<file path="src/verilog/hub_port_pkg.sv">
// Purpose: Shared constants and carriers for the root hub port status block
// Assumes: 32-bit AXI4-Lite data, byte addresses in the low address bits
// Notes:   Port words sit one word apart, mask words likewise
package hub_port_pkg;
	// Register byte offsets
	localparam logic [7:0] OFS_CFG       = 8'h48;
	localparam logic [7:0] OFS_PORT_BASE = 8'h54;
	localparam logic [7:0] OFS_MASK_BASE = 8'h60;
	localparam logic [7:0] OFS_STEP      = 8'h04;

	// Port word field positions
	localparam int B_ATTACH   = 0;
	localparam int B_LOW_LSB  = 1;
	localparam int B_LOW_MSB  = 4;
	localparam int B_PWR      = 8;
	localparam int B_PWR_CLR  = 9;
	localparam int B_SLOW     = 9;
	localparam int B_CHG_LSB  = 16;
	localparam int B_CHG_MSB  = 20;
	localparam int CMD_W      = 5;
	localparam int CHG_W      = 5;

	// Change flag indices inside the change field
	localparam int C_ATTACH   = 0;
	localparam int C_EN_DROP  = 1;
	localparam int C_RESUME   = 2;
	localparam int C_OVL      = 3;
	localparam int C_RST_DONE = 4;

	// Configuration word fields
	localparam int CFG_ALWAYS_ON = 0;
	localparam int CFG_FIXED_LSB = 1;
	localparam int CFG_W         = 3;

	// Reserved bits of a port word, always zero
	localparam logic [31:0] PORT_RSVD = 32'hFFE0_FCE0;
	localparam logic [31:0] WORD_RST  = 32'h0000_0000;
	localparam logic [1:0]  RESP_OKAY   = 2'h0;
	localparam logic [1:0]  RESP_SLVERR = 2'h2;

	// Pins of one port, from outside the clock domain
	typedef struct packed {
		logic attached;
		logic slow;
		logic overload;
	} port_pins_s;

	// Same-clock events and lower status bits of one port
	typedef struct packed {
		logic       enable_drop;
		logic       resume_done;
		logic       reset_done;
		logic [3:0] lower;
	} port_evt_s;
endpackage

</file>
<file path="src/verilog/root_hub_port_status_upper.sv">
// Purpose: Upper half of the per-port root hub status word, two ports, AXI4-Lite
// Assumes: Attach, speed and overload arrive on pins; other events are same-clock
// Notes:   Change flags double as interrupt status; per-port mask words gate irq
//
// The implementer's own choices: the AXI4-Lite register port and the register addresses.
`timescale 1ns/1ps
module root_hub_port_status_upper #(
	parameter int NPORT  = 2,
	parameter int ADDR_W = 8
) (
	input  wire logic                     clk,
	input  wire logic                     arst_n,
	input  wire logic [ADDR_W-1:0]        s_axi_awaddr,
	input  wire logic                     s_axi_awvalid,
	output logic                          s_axi_awready,
	input  wire logic [31:0]              s_axi_wdata,
	input  wire logic [3:0]               s_axi_wstrb,
	input  wire logic                     s_axi_wvalid,
	output logic                          s_axi_wready,
	output logic [1:0]                    s_axi_bresp,
	output logic                          s_axi_bvalid,
	input  wire logic                     s_axi_bready,
	input  wire logic [ADDR_W-1:0]        s_axi_araddr,
	input  wire logic                     s_axi_arvalid,
	output logic                          s_axi_arready,
	output logic [31:0]                   s_axi_rdata,
	output logic [1:0]                    s_axi_rresp,
	output logic                          s_axi_rvalid,
	input  wire logic                     s_axi_rready,
	input  wire logic                     host_reset_state,
	input  wire hub_port_pkg::port_pins_s port_pins [NPORT],
	input  wire hub_port_pkg::port_evt_s  port_evt [NPORT],
	output logic [NPORT-1:0]              port_power_on,
	output logic [hub_port_pkg::CMD_W-1:0] lower_cmd [NPORT],
	output logic                          irq
);
	// Address of a port or mask word
	function automatic logic [7:0] word_ofs(input logic [7:0] base, input int p);
		word_ofs = base + 8'(p) * hub_port_pkg::OFS_STEP;
	endfunction

	// Byte strobes widened to a bit mask
	function automatic logic [31:0] strb_bits(input logic [3:0] s);
		strb_bits = {{8{s[3]}}, {8{s[2]}}, {8{s[1]}}, {8{s[0]}}};
	endfunction

	// Synchroniser and edge history for pin inputs
	hub_port_pkg::port_pins_s sync1_r [NPORT];
	hub_port_pkg::port_pins_s sync2_r [NPORT];
	hub_port_pkg::port_pins_s prev_r  [NPORT];

	// Write channel state
	logic              aw_held_r, aw_held_nxt;
	logic              w_held_r, w_held_nxt;
	logic [7:0]        waddr_r, waddr_nxt;
	logic [31:0]       wdata_r, wdata_nxt;
	logic [3:0]        wstrb_r, wstrb_nxt;
	logic              bvalid_r, bvalid_nxt;
	logic [1:0]        bresp_r, bresp_nxt;
	logic              wr_fire;
	logic [31:0]       wmask;

	// Read channel state
	logic              rvalid_r, rvalid_nxt;
	logic [31:0]       rdata_r, rdata_nxt;
	logic [1:0]        rresp_r, rresp_nxt;

	// Port and hub state
	logic              power_r [NPORT];
	logic              power_nxt [NPORT];
	logic [hub_port_pkg::CHG_W-1:0] chg_r [NPORT];
	logic [hub_port_pkg::CHG_W-1:0] chg_nxt [NPORT];
	logic [hub_port_pkg::CHG_W-1:0] mask_r [NPORT];
	logic [hub_port_pkg::CHG_W-1:0] mask_nxt [NPORT];
	logic [hub_port_pkg::CMD_W-1:0] cmd_r [NPORT];
	logic [hub_port_pkg::CMD_W-1:0] cmd_nxt [NPORT];
	logic [hub_port_pkg::CFG_W-1:0] cfg_r, cfg_nxt;
	logic [31:0]       port_w [NPORT];
	logic [31:0]       word_v [NPORT];
	logic [hub_port_pkg::CHG_W-1:0] evt_v [NPORT];
	logic              always_on;

	// Two-stage pin synchroniser; only stage two feeds logic
	always_ff @(posedge clk or negedge arst_n) begin
		if (!arst_n) begin
			sync1_r <= '{default: '0};
			sync2_r <= '{default: '0};
			prev_r  <= '{default: '0};
		end else begin
			sync1_r <= port_pins;
			sync2_r <= sync1_r;
			prev_r  <= sync2_r;
		end
	end

	// Write channel: address and data taken in either order
	assign s_axi_awready = !aw_held_r && !bvalid_r;
	assign s_axi_wready  = !w_held_r && !bvalid_r;
	assign wr_fire       = aw_held_r && w_held_r && !bvalid_r;
	assign wmask         = wdata_r & strb_bits(wstrb_r); // Strobed-off bytes act as zero

	always_comb begin
		logic hit;
		hit         = 1'b0;
		aw_held_nxt = aw_held_r;
		w_held_nxt  = w_held_r;
		waddr_nxt   = waddr_r;
		wdata_nxt   = wdata_r;
		wstrb_nxt   = wstrb_r;
		bvalid_nxt  = bvalid_r;
		bresp_nxt   = bresp_r;
		if (s_axi_awvalid && s_axi_awready) begin
			aw_held_nxt = 1'b1;
			waddr_nxt   = 8'(s_axi_awaddr);
		end
		if (s_axi_wvalid && s_axi_wready) begin
			w_held_nxt = 1'b1;
			wdata_nxt  = s_axi_wdata;
			wstrb_nxt  = s_axi_wstrb;
		end
		if (bvalid_r && s_axi_bready)
			bvalid_nxt = 1'b0;
		if (wr_fire) begin
			hit = (waddr_r == hub_port_pkg::OFS_CFG);
			for (int p = 0; p < NPORT; p++) begin
				hit = hit || (waddr_r == word_ofs(hub_port_pkg::OFS_PORT_BASE, p));
				hit = hit || (waddr_r == word_ofs(hub_port_pkg::OFS_MASK_BASE, p));
			end
			aw_held_nxt = 1'b0;
			w_held_nxt  = 1'b0;
			bvalid_nxt  = 1'b1;
			bresp_nxt   = hit ? hub_port_pkg::RESP_OKAY : hub_port_pkg::RESP_SLVERR;
		end
	end

	always_ff @(posedge clk or negedge arst_n) begin
		if (!arst_n) begin
			aw_held_r <= 1'b0;
			w_held_r  <= 1'b0;
			waddr_r   <= 8'h00;
			wdata_r   <= 32'h0000_0000;
			wstrb_r   <= 4'h0;
			bvalid_r  <= 1'b0;
			bresp_r   <= 2'h0;
		end else begin
			aw_held_r <= aw_held_nxt;
			w_held_r  <= w_held_nxt;
			waddr_r   <= waddr_nxt;
			wdata_r   <= wdata_nxt;
			wstrb_r   <= wstrb_nxt;
			bvalid_r  <= bvalid_nxt;
			bresp_r   <= bresp_nxt;
		end
	end

	assign s_axi_bvalid = bvalid_r;
	assign s_axi_bresp  = bresp_r;

	// Visible port words and hardware events
	assign always_on = cfg_r[hub_port_pkg::CFG_ALWAYS_ON];
	always_comb begin
		for (int p = 0; p < NPORT; p++) begin
			word_v[p] = hub_port_pkg::WORD_RST;
			word_v[p][hub_port_pkg::B_ATTACH] = sync2_r[p].attached
				|| cfg_r[hub_port_pkg::CFG_FIXED_LSB + p];
			word_v[p][hub_port_pkg::B_LOW_MSB:hub_port_pkg::B_LOW_LSB] = port_evt[p].lower;
			word_v[p][hub_port_pkg::B_PWR] = power_r[p] || always_on;
			word_v[p][hub_port_pkg::B_SLOW] = sync2_r[p].slow && sync2_r[p].attached;
			word_v[p][hub_port_pkg::B_CHG_MSB:hub_port_pkg::B_CHG_LSB] = chg_r[p];
			evt_v[p] = '0;
			evt_v[p][hub_port_pkg::C_ATTACH]   = sync2_r[p].attached != prev_r[p].attached;
			evt_v[p][hub_port_pkg::C_EN_DROP]  = port_evt[p].enable_drop;
			evt_v[p][hub_port_pkg::C_RESUME]   = port_evt[p].resume_done;
			evt_v[p][hub_port_pkg::C_OVL]      = sync2_r[p].overload != prev_r[p].overload;
			evt_v[p][hub_port_pkg::C_RST_DONE] = port_evt[p].reset_done;
			port_w[p] = (wr_fire && waddr_r == word_ofs(hub_port_pkg::OFS_PORT_BASE, p))
				? (wmask & ~hub_port_pkg::PORT_RSVD) : 32'h0000_0000;
		end
	end

	// Port state: change events beat clears, power clear beats power set, host reset beats all but mask and cfg writes
	always_comb begin
		cfg_nxt = cfg_r;
		if (wr_fire && waddr_r == hub_port_pkg::OFS_CFG)
			cfg_nxt = wmask[hub_port_pkg::CFG_W-1:0];
		for (int p = 0; p < NPORT; p++) begin
			power_nxt[p] = power_r[p];
			if (port_w[p][hub_port_pkg::B_PWR])
				power_nxt[p] = 1'b1;
			if (port_w[p][hub_port_pkg::B_PWR_CLR])
				power_nxt[p] = 1'b0;
			chg_nxt[p] = (chg_r[p]
				& ~port_w[p][hub_port_pkg::B_CHG_MSB:hub_port_pkg::B_CHG_LSB])
				| evt_v[p];
			cmd_nxt[p] = port_w[p][hub_port_pkg::CMD_W-1:0];
			mask_nxt[p] = mask_r[p];
			if (wr_fire && waddr_r == word_ofs(hub_port_pkg::OFS_MASK_BASE, p))
				mask_nxt[p] = wmask[hub_port_pkg::B_CHG_MSB:hub_port_pkg::B_CHG_LSB];
			if (host_reset_state) begin
				power_nxt[p] = 1'b0;
				chg_nxt[p]   = '0;
				chg_nxt[p][hub_port_pkg::C_ATTACH] = cfg_r[hub_port_pkg::CFG_FIXED_LSB + p];
				cmd_nxt[p]   = '0;
			end
		end
	end

	// Async reset leaves cfg clear, so attach change starts at zero here
	always_ff @(posedge clk or negedge arst_n) begin
		if (!arst_n) begin
			cfg_r   <= '0;
			power_r <= '{default: 1'b0};
			chg_r   <= '{default: '0};
			mask_r  <= '{default: '0};
			cmd_r   <= '{default: '0};
		end else begin
			cfg_r   <= cfg_nxt;
			power_r <= power_nxt;
			chg_r   <= chg_nxt;
			mask_r  <= mask_nxt;
			cmd_r   <= cmd_nxt;
		end
	end

	// Outputs and interrupt level
	always_comb begin
		irq = 1'b0;
		for (int p = 0; p < NPORT; p++) begin
			port_power_on[p] = power_r[p] || always_on;
			lower_cmd[p]     = cmd_r[p];
			irq              = irq || |(chg_r[p] & mask_r[p]);
		end
	end

	// Read channel: one cycle from address to data
	assign s_axi_arready = !rvalid_r;
	always_comb begin
		rvalid_nxt = rvalid_r;
		rdata_nxt  = rdata_r;
		rresp_nxt  = rresp_r;
		if (rvalid_r && s_axi_rready)
			rvalid_nxt = 1'b0;
		if (s_axi_arvalid && s_axi_arready) begin
			rvalid_nxt = 1'b1;
			rdata_nxt  = 32'h0000_0000;
			rresp_nxt  = hub_port_pkg::RESP_SLVERR;
			if (8'(s_axi_araddr) == hub_port_pkg::OFS_CFG) begin
				rdata_nxt[hub_port_pkg::CFG_W-1:0] = cfg_r;
				rresp_nxt = hub_port_pkg::RESP_OKAY;
			end
			for (int p = 0; p < NPORT; p++) begin
				if (8'(s_axi_araddr) == word_ofs(hub_port_pkg::OFS_PORT_BASE, p)) begin
					rdata_nxt = word_v[p];
					rresp_nxt = hub_port_pkg::RESP_OKAY;
				end
				if (8'(s_axi_araddr) == word_ofs(hub_port_pkg::OFS_MASK_BASE, p)) begin
					rdata_nxt[hub_port_pkg::B_CHG_MSB:hub_port_pkg::B_CHG_LSB] = mask_r[p];
					rresp_nxt = hub_port_pkg::RESP_OKAY;
				end
			end
		end
	end

	always_ff @(posedge clk or negedge arst_n) begin
		if (!arst_n) begin
			rvalid_r <= 1'b0;
			rdata_r  <= 32'h0000_0000;
			rresp_r  <= 2'h0;
		end else begin
			rvalid_r <= rvalid_nxt;
			rdata_r  <= rdata_nxt;
			rresp_r  <= rresp_nxt;
		end
	end

	assign s_axi_rvalid = rvalid_r;
	assign s_axi_rdata  = rdata_r;
	assign s_axi_rresp  = rresp_r;

	// Checks per port
	for (genvar g = 0; g < NPORT; g++) begin : g_chk
		chk_power_set_on: assert property (@(posedge clk) disable iff (!arst_n)
			(port_w[g][8] && !port_w[g][9] && !host_reset_state) |=> (power_r[g] && word_v[g][8]))
			else $error("power set write ignored");
		chk_always_on_read: assert property (@(posedge clk) disable iff (!arst_n)
			always_on |-> (word_v[g][8] && port_power_on[g]))
			else $error("always-on power not reading one");
		chk_slow_attached: assert property (@(posedge clk) disable iff (!arst_n)
			word_v[g][9] |-> (sync2_r[g].attached && sync2_r[g].slow))
			else $error("slow flag without attached device");
		chk_power_clear_off: assert property (@(posedge clk) disable iff (!arst_n)
			(port_w[g][9] && !always_on) |=> !power_r[g] && !port_power_on[g])
			else $error("power clear write ignored");
		chk_attach_change: assert property (@(posedge clk) disable iff (!arst_n)
			($changed(sync2_r[g].attached) && !host_reset_state) |=> chg_r[g][0])
			else $error("attach change not flagged");
		chk_host_fixed_attach: assert property (@(posedge clk) disable iff (!arst_n)
			host_reset_state |=> (chg_r[g][0] == $past(cfg_r[1 + g])))
			else $error("attach change reset value wrong");
		chk_enable_drop_set: assert property (@(posedge clk) disable iff (!arst_n)
			(port_evt[g].enable_drop && !host_reset_state) |=> chg_r[g][1])
			else $error("enable drop not flagged");
		chk_resume_done_set: assert property (@(posedge clk) disable iff (!arst_n)
			(port_evt[g].resume_done && !host_reset_state) |=> chg_r[g][2])
			else $error("resume done not flagged");
		chk_overload_change: assert property (@(posedge clk) disable iff (!arst_n)
			($changed(sync2_r[g].overload) && !host_reset_state) |=> chg_r[g][3])
			else $error("overload change not flagged");
		chk_reset_done_set: assert property (@(posedge clk) disable iff (!arst_n)
			(port_evt[g].reset_done && !host_reset_state) |=> chg_r[g][4])
			else $error("reset done not flagged");
		chk_reserved_zero: assert property (@(posedge clk) disable iff (!arst_n)
			(word_v[g] & hub_port_pkg::PORT_RSVD) == 32'h0000_0000)
			else $error("reserved bits not zero");
		chk_flag_w1c: assert property (@(posedge clk) disable iff (!arst_n)
			(port_w[g][20] && !port_evt[g].reset_done) |=> !chg_r[g][4])
			else $error("reset done flag not cleared");
		chk_host_reset_word: assert property (@(posedge clk) disable iff (!arst_n)
			host_reset_state |=> (!power_r[g] && chg_r[g][4:1] == 4'h0 && cmd_r[g] == 5'h00))
			else $error("host reset left state");
		chk_disable_cmd: assert property (@(posedge clk) disable iff (!arst_n)
			(port_w[g][0] && !host_reset_state) |=> lower_cmd[g][0] ##1 !lower_cmd[g][0])
			else $error("disable command not issued");
	end
endmodule

</file>
<file path="config.mk">
export PLATFORM = sky130hd
export DESIGN_NAME = root_hub_port_status_upper
export DESIGN_NICKNAME = d
export VERILOG_FILES = /design/src/verilog/hub_port_pkg.sv /design/src/verilog/root_hub_port_status_upper.sv
export SDC_FILE = /design/constraint.sdc
export NUM_CORES = 1
export LEC_CHECK = 0
export BUFFER_PORTS_ARGS = -buffer_cell sky130_fd_sc_hd__buf_2
export CAP_MARGIN = 20
export CORE_ASPECT_RATIO = 1.5
export CORE_MARGIN = 4
export CORE_UTILIZATION = 50
export CTS_CLUSTER_DIAMETER = 30
export CTS_CLUSTER_SIZE = 14
export DETAILED_ROUTE_END_ITERATION = 8
export PLACE_DENSITY = 0.79
export SLEW_MARGIN = 20
export SYNTH_ARGS = -nofsm -noshare
export SYNTH_HDL_FRONTEND = slang
export SYNTH_SLANG_ARGS = --single-unit
export TNS_END_PERCENT = 5
</file>
<file path="constraint.sdc">
create_clock -name clk -period 2.6 [get_ports clk]
set_input_delay 0.13 -clock clk [delete_from_list [all_inputs] [get_ports clk]]
set_output_delay 0.13 -clock clk [all_outputs]
set_load 0.05 [all_outputs]
</file>
==> key figures <==
Floorplan
  – Core Area: 7958 sq um
  – Die X: 81.70 um
  – Die area: 9686 sq um
  – Row cnt: 40
  – Io pins: 134
  – Initial core utilization: 51.19%
  – Height of the chip: 118.6 um

Setup path
  – WP data required: 2.83 ns
  – Worst r2r src: waddr_r[1]
  – Slowest stage cell, crit path: or4b_4
  – R2R setup slack: 0.47 ns
  – Crit path DAT: 2.36 ns
  – CP Capture Type: flop
  – Critical Path Fanout Max: 5
  – Slowest cell delay on critical path: 0.58 ns
  – Reg2Reg Depth: 4
  – Startpoint types: flop
  – Worst Setup SP: waddr_r[1]
  – Crit path cell chain: or4b_4, or2_4, nor4_4, mux2_2
  – Crit Reg-Reg Endpoint: mask_r[8]
  – CP Class: reg2reg

Hold path
  – HP Start: s_axi_wdata[2]
  – Hold Path Stages: 2
  – Worst Hold Class: in2reg
  – Hold EP: wdata_r[2]

Routing
  – DR vias/cell: 5.281
  – DR pass1 iterations: 5
  – Post-route ant nets: 0
  – Final wirelength: 8988 um
  – First DRT Iteration DRCs: 177
  – DR DRC count: 0
  – WL/cell: 15.99 um
  – Vias post-DR: 2968

Synthesis
  – Post-synthesis cell count: 351
  – Post-synthesis mux area share: 9.859%
  – Seq/Total Area, Yosys: 56.51%
  – Synth area leader: dfrtp_1
  – Synth unique cells: 47
  – Synth area leaders: dfrtp_1 (57%), mux2_2 (9.1%), buf_4 (4.1%)
  – Synth Area per Inst: 11.61 sq um
  – Xor/xnor share of the synthesized area: 0.8600%
  – Register bit total from synthesis: 92
  – Largest family of logic cells by synthesized area: simple AND/OR/NAND/NOR gates
  – Synth top area share: 56.51%
  – Compound-Gate Fraction of Synth Area: 11.30%
  – Simple-gate portion of the synthesized area: 15.63%
  – YS warnings: 0
  – Mapped Area: 4074 sq um
  – Post-synthesis adder-cell area fraction: 0%

Global routing
  – Grt ovf: 0
  – Initial antenna violation count: 0
  – All-Layer GR Usage: 19.70%
  – Number of global-route vias before repair: 3069
  – First-pass GRT wire length: 14530 um
  – Largest net degree at the start of global routing: 93

CTS
  – CTS root buf: clkbuf_16
  – H-tree depth: 3
  – CTS tree: built
  – Clock buffer depth: 2
  – Worst-Skew Late Latency: 0.35 ns
  – CTS buffer count: 9
  – Postcts setup bufs: 0
  – # clock sinks: 92
  – Clock slew at reported path FFs: 0.06 ns

Flow run
  – Max-Cap Viols: 0

Cells and area
  – Finished Layout Cells: 562
  – Synth-to-layout area growth: 21.56%
  – ANT cells: 0
  – Nets: 532
  – Fillcell total: 653
  – Commonest non-fill, non-tap cell in the layout: dfrtp_1
  – Most frequent cells in the layout: dfrtp_1 (92), buf_2 (89), nor2_1 (33), mux2_2 (33), conb_1 (22)
  – Share of layout cells above drive strength 1: 32.82%

Timing
  – Rel. slew slack: 45.80%
  – Tmin final: 2.130 ns
  – RSZ-0062 raised after global routing: false
  – Final Max Tran Viols: 0
  – Clk_skew: 0.01088 ns
  – Final hold viol count: 0
  – Fmax: 469.4 MHz
  – Slew @ Worst Pin: 0.8131 ns
  – Post-Route Setup TNS: 0 ns
  – Final Cycle Share: 81.93%
  – Final Worst Setup Slack: 0.4697 ns
  – Setup violators final: 0

Power and ir drop
  – Worst VDD drop: 0.0007108 V
  – Sw Pwr: 1.411 mW
  – Logic pwr share: 24.7%
  – Net Sw Frac: 32.56%
  – Cell area power density: 875.4 nW/um^2
  – Pleak: 2.408 nW
  – Pwr Total: 4.335 mW
  – Clock share of power: 30.3%
  – Internal Pwr Total: 2.924 mW
  – Sequential Power Share: 45.0%

Placed design
  – Pre-CTS setup slack: 0.4736 ns
  – Dpl cells: 537
  – HPWL Detailed: 6598 um
  – Port Buffer Count: 90
  – Final Wtd Congestion: 0.8019

Status
  – Status: finished, final reports clean
-- layer usage --
layer,track usage [%],vias up,routed length (um)
met2,32.86,120,4615
met5,0,-,0
li1,-,1412,-
met4,11.54,0,235
met3,3.735,20,646
met1,22.95,1416,3491
-- cells by family (layout without fill, tap and decap cells) --
family | count (synthesis) | after routing
AO/OA/AOI/OAI | 65 | 65
multiplexers | 36 | 36
XOR/XNOR | 4 | 4
other | 1 | 22
AND/OR/NAND/NOR | 113 | 113
flip-flops | 92 | 92
buffers and inverters | 40 | 125
-- synthesized netlist by cell type (all sizes together) --
cell type,number
or2,3
or4,2
nor2,34
nand4,1
a211o,2
nand2,10
or4b,3
and2,16
o31ai,6
inv,7
a22oi,3
nand3,1
buf,24
mux2,33
conb,1
a221oi,4
mux2i,3
nor3,10
a32o,2
nor4b,1
a311oi,1
a22o,4
a211oi,7
a21o,4
xnor2,3
and3,5
a31oi,7
clkbuf,9
nor2b,4
nand3b,2
nand4bb,1
xor2,1
a21oi,12
or3,1
o22ai,2
dfrtp,92
nor4,6
o21ai,5
nand2b,12
a2bb2oi,6
nand4b,1
-- state kept, by name, summed over array words and instances (netlist names), 2 cells and up --
signal / count
cfg_r: 3
chg_r: 10
lower_cmd: 10
mask_r: 10
power_r: 2
prev_r: 4
s_axi_rdata: 12
sync1_r: 6
sync2_r: 6
waddr_r: 8
wdata_r: 12
wstrb_r: 3
-- worst max-delay path by stage --
stage | to | slack (ns) | cells after the start
detailed placement | cfg_r[2] | 0.47 | 4
global placement | mask_r[6] | 0.50 | 4
finish | mask_r[8] | 0.47 | 4
global route | cfg_r[2] | 0.39 | 4
floorplan | wdata_r[0] | 0.22 | 5
CTS | cfg_r[2] | 0.46 | 4
-- stage by stage --
step / cell area (sq um) / hold slack, ns / utilization (%)
floorplan: 4155 / -0.1656 / -
global placement: 4554 / 0.2378 / 57.23
detailed placement: 4554 / 0.2393 / 57.23
CTS: 4938 / 0.007684 / 62.06
global route: 4952 / 0.01570 / 62.23
finish: 4952 / 0.01544 / 62.23
-- timing repair --
item                      in CTS  in global routing
resized for setup              0                  0
hold endpoints to repair       8                 92
hold buffers                   8                  1
-- power groups by stage --
stage / clock, mW / sequential [mW] / combinational (mW)
CTS: 1.34 / 1.95 / 1.08
finish: 1.32 / 1.95 / 1.07
global route: 1.40 / 1.99 / 1.17
global placement: 0 / 1.96 / 1.03
detailed placement: 0 / 1.97 / 1.06
floorplan: 0 / 1.98 / 0.783
-- worst max-delay path, delay by kind of cell (launching register included) --
family        cells  cell delay, ns
flops             1            0.38
simple gates      3            1.26
mux               1            0.39
-- final cells by class --
type                            count  area [sq um]  area share (%)
Clock buffer                       12         256.5           5.179
Clock inverter                      4         47.55          0.9601
Inverter                            7         26.28          0.5306
Multi-Input combinational cell    240          1619           32.69
Sequential cell                    92          2302           46.49
Tap cell                          105         131.4           2.653
Timing Repair Buffer              102         569.3           11.50
Note: power is estimated with default switching activity, not from simulation.
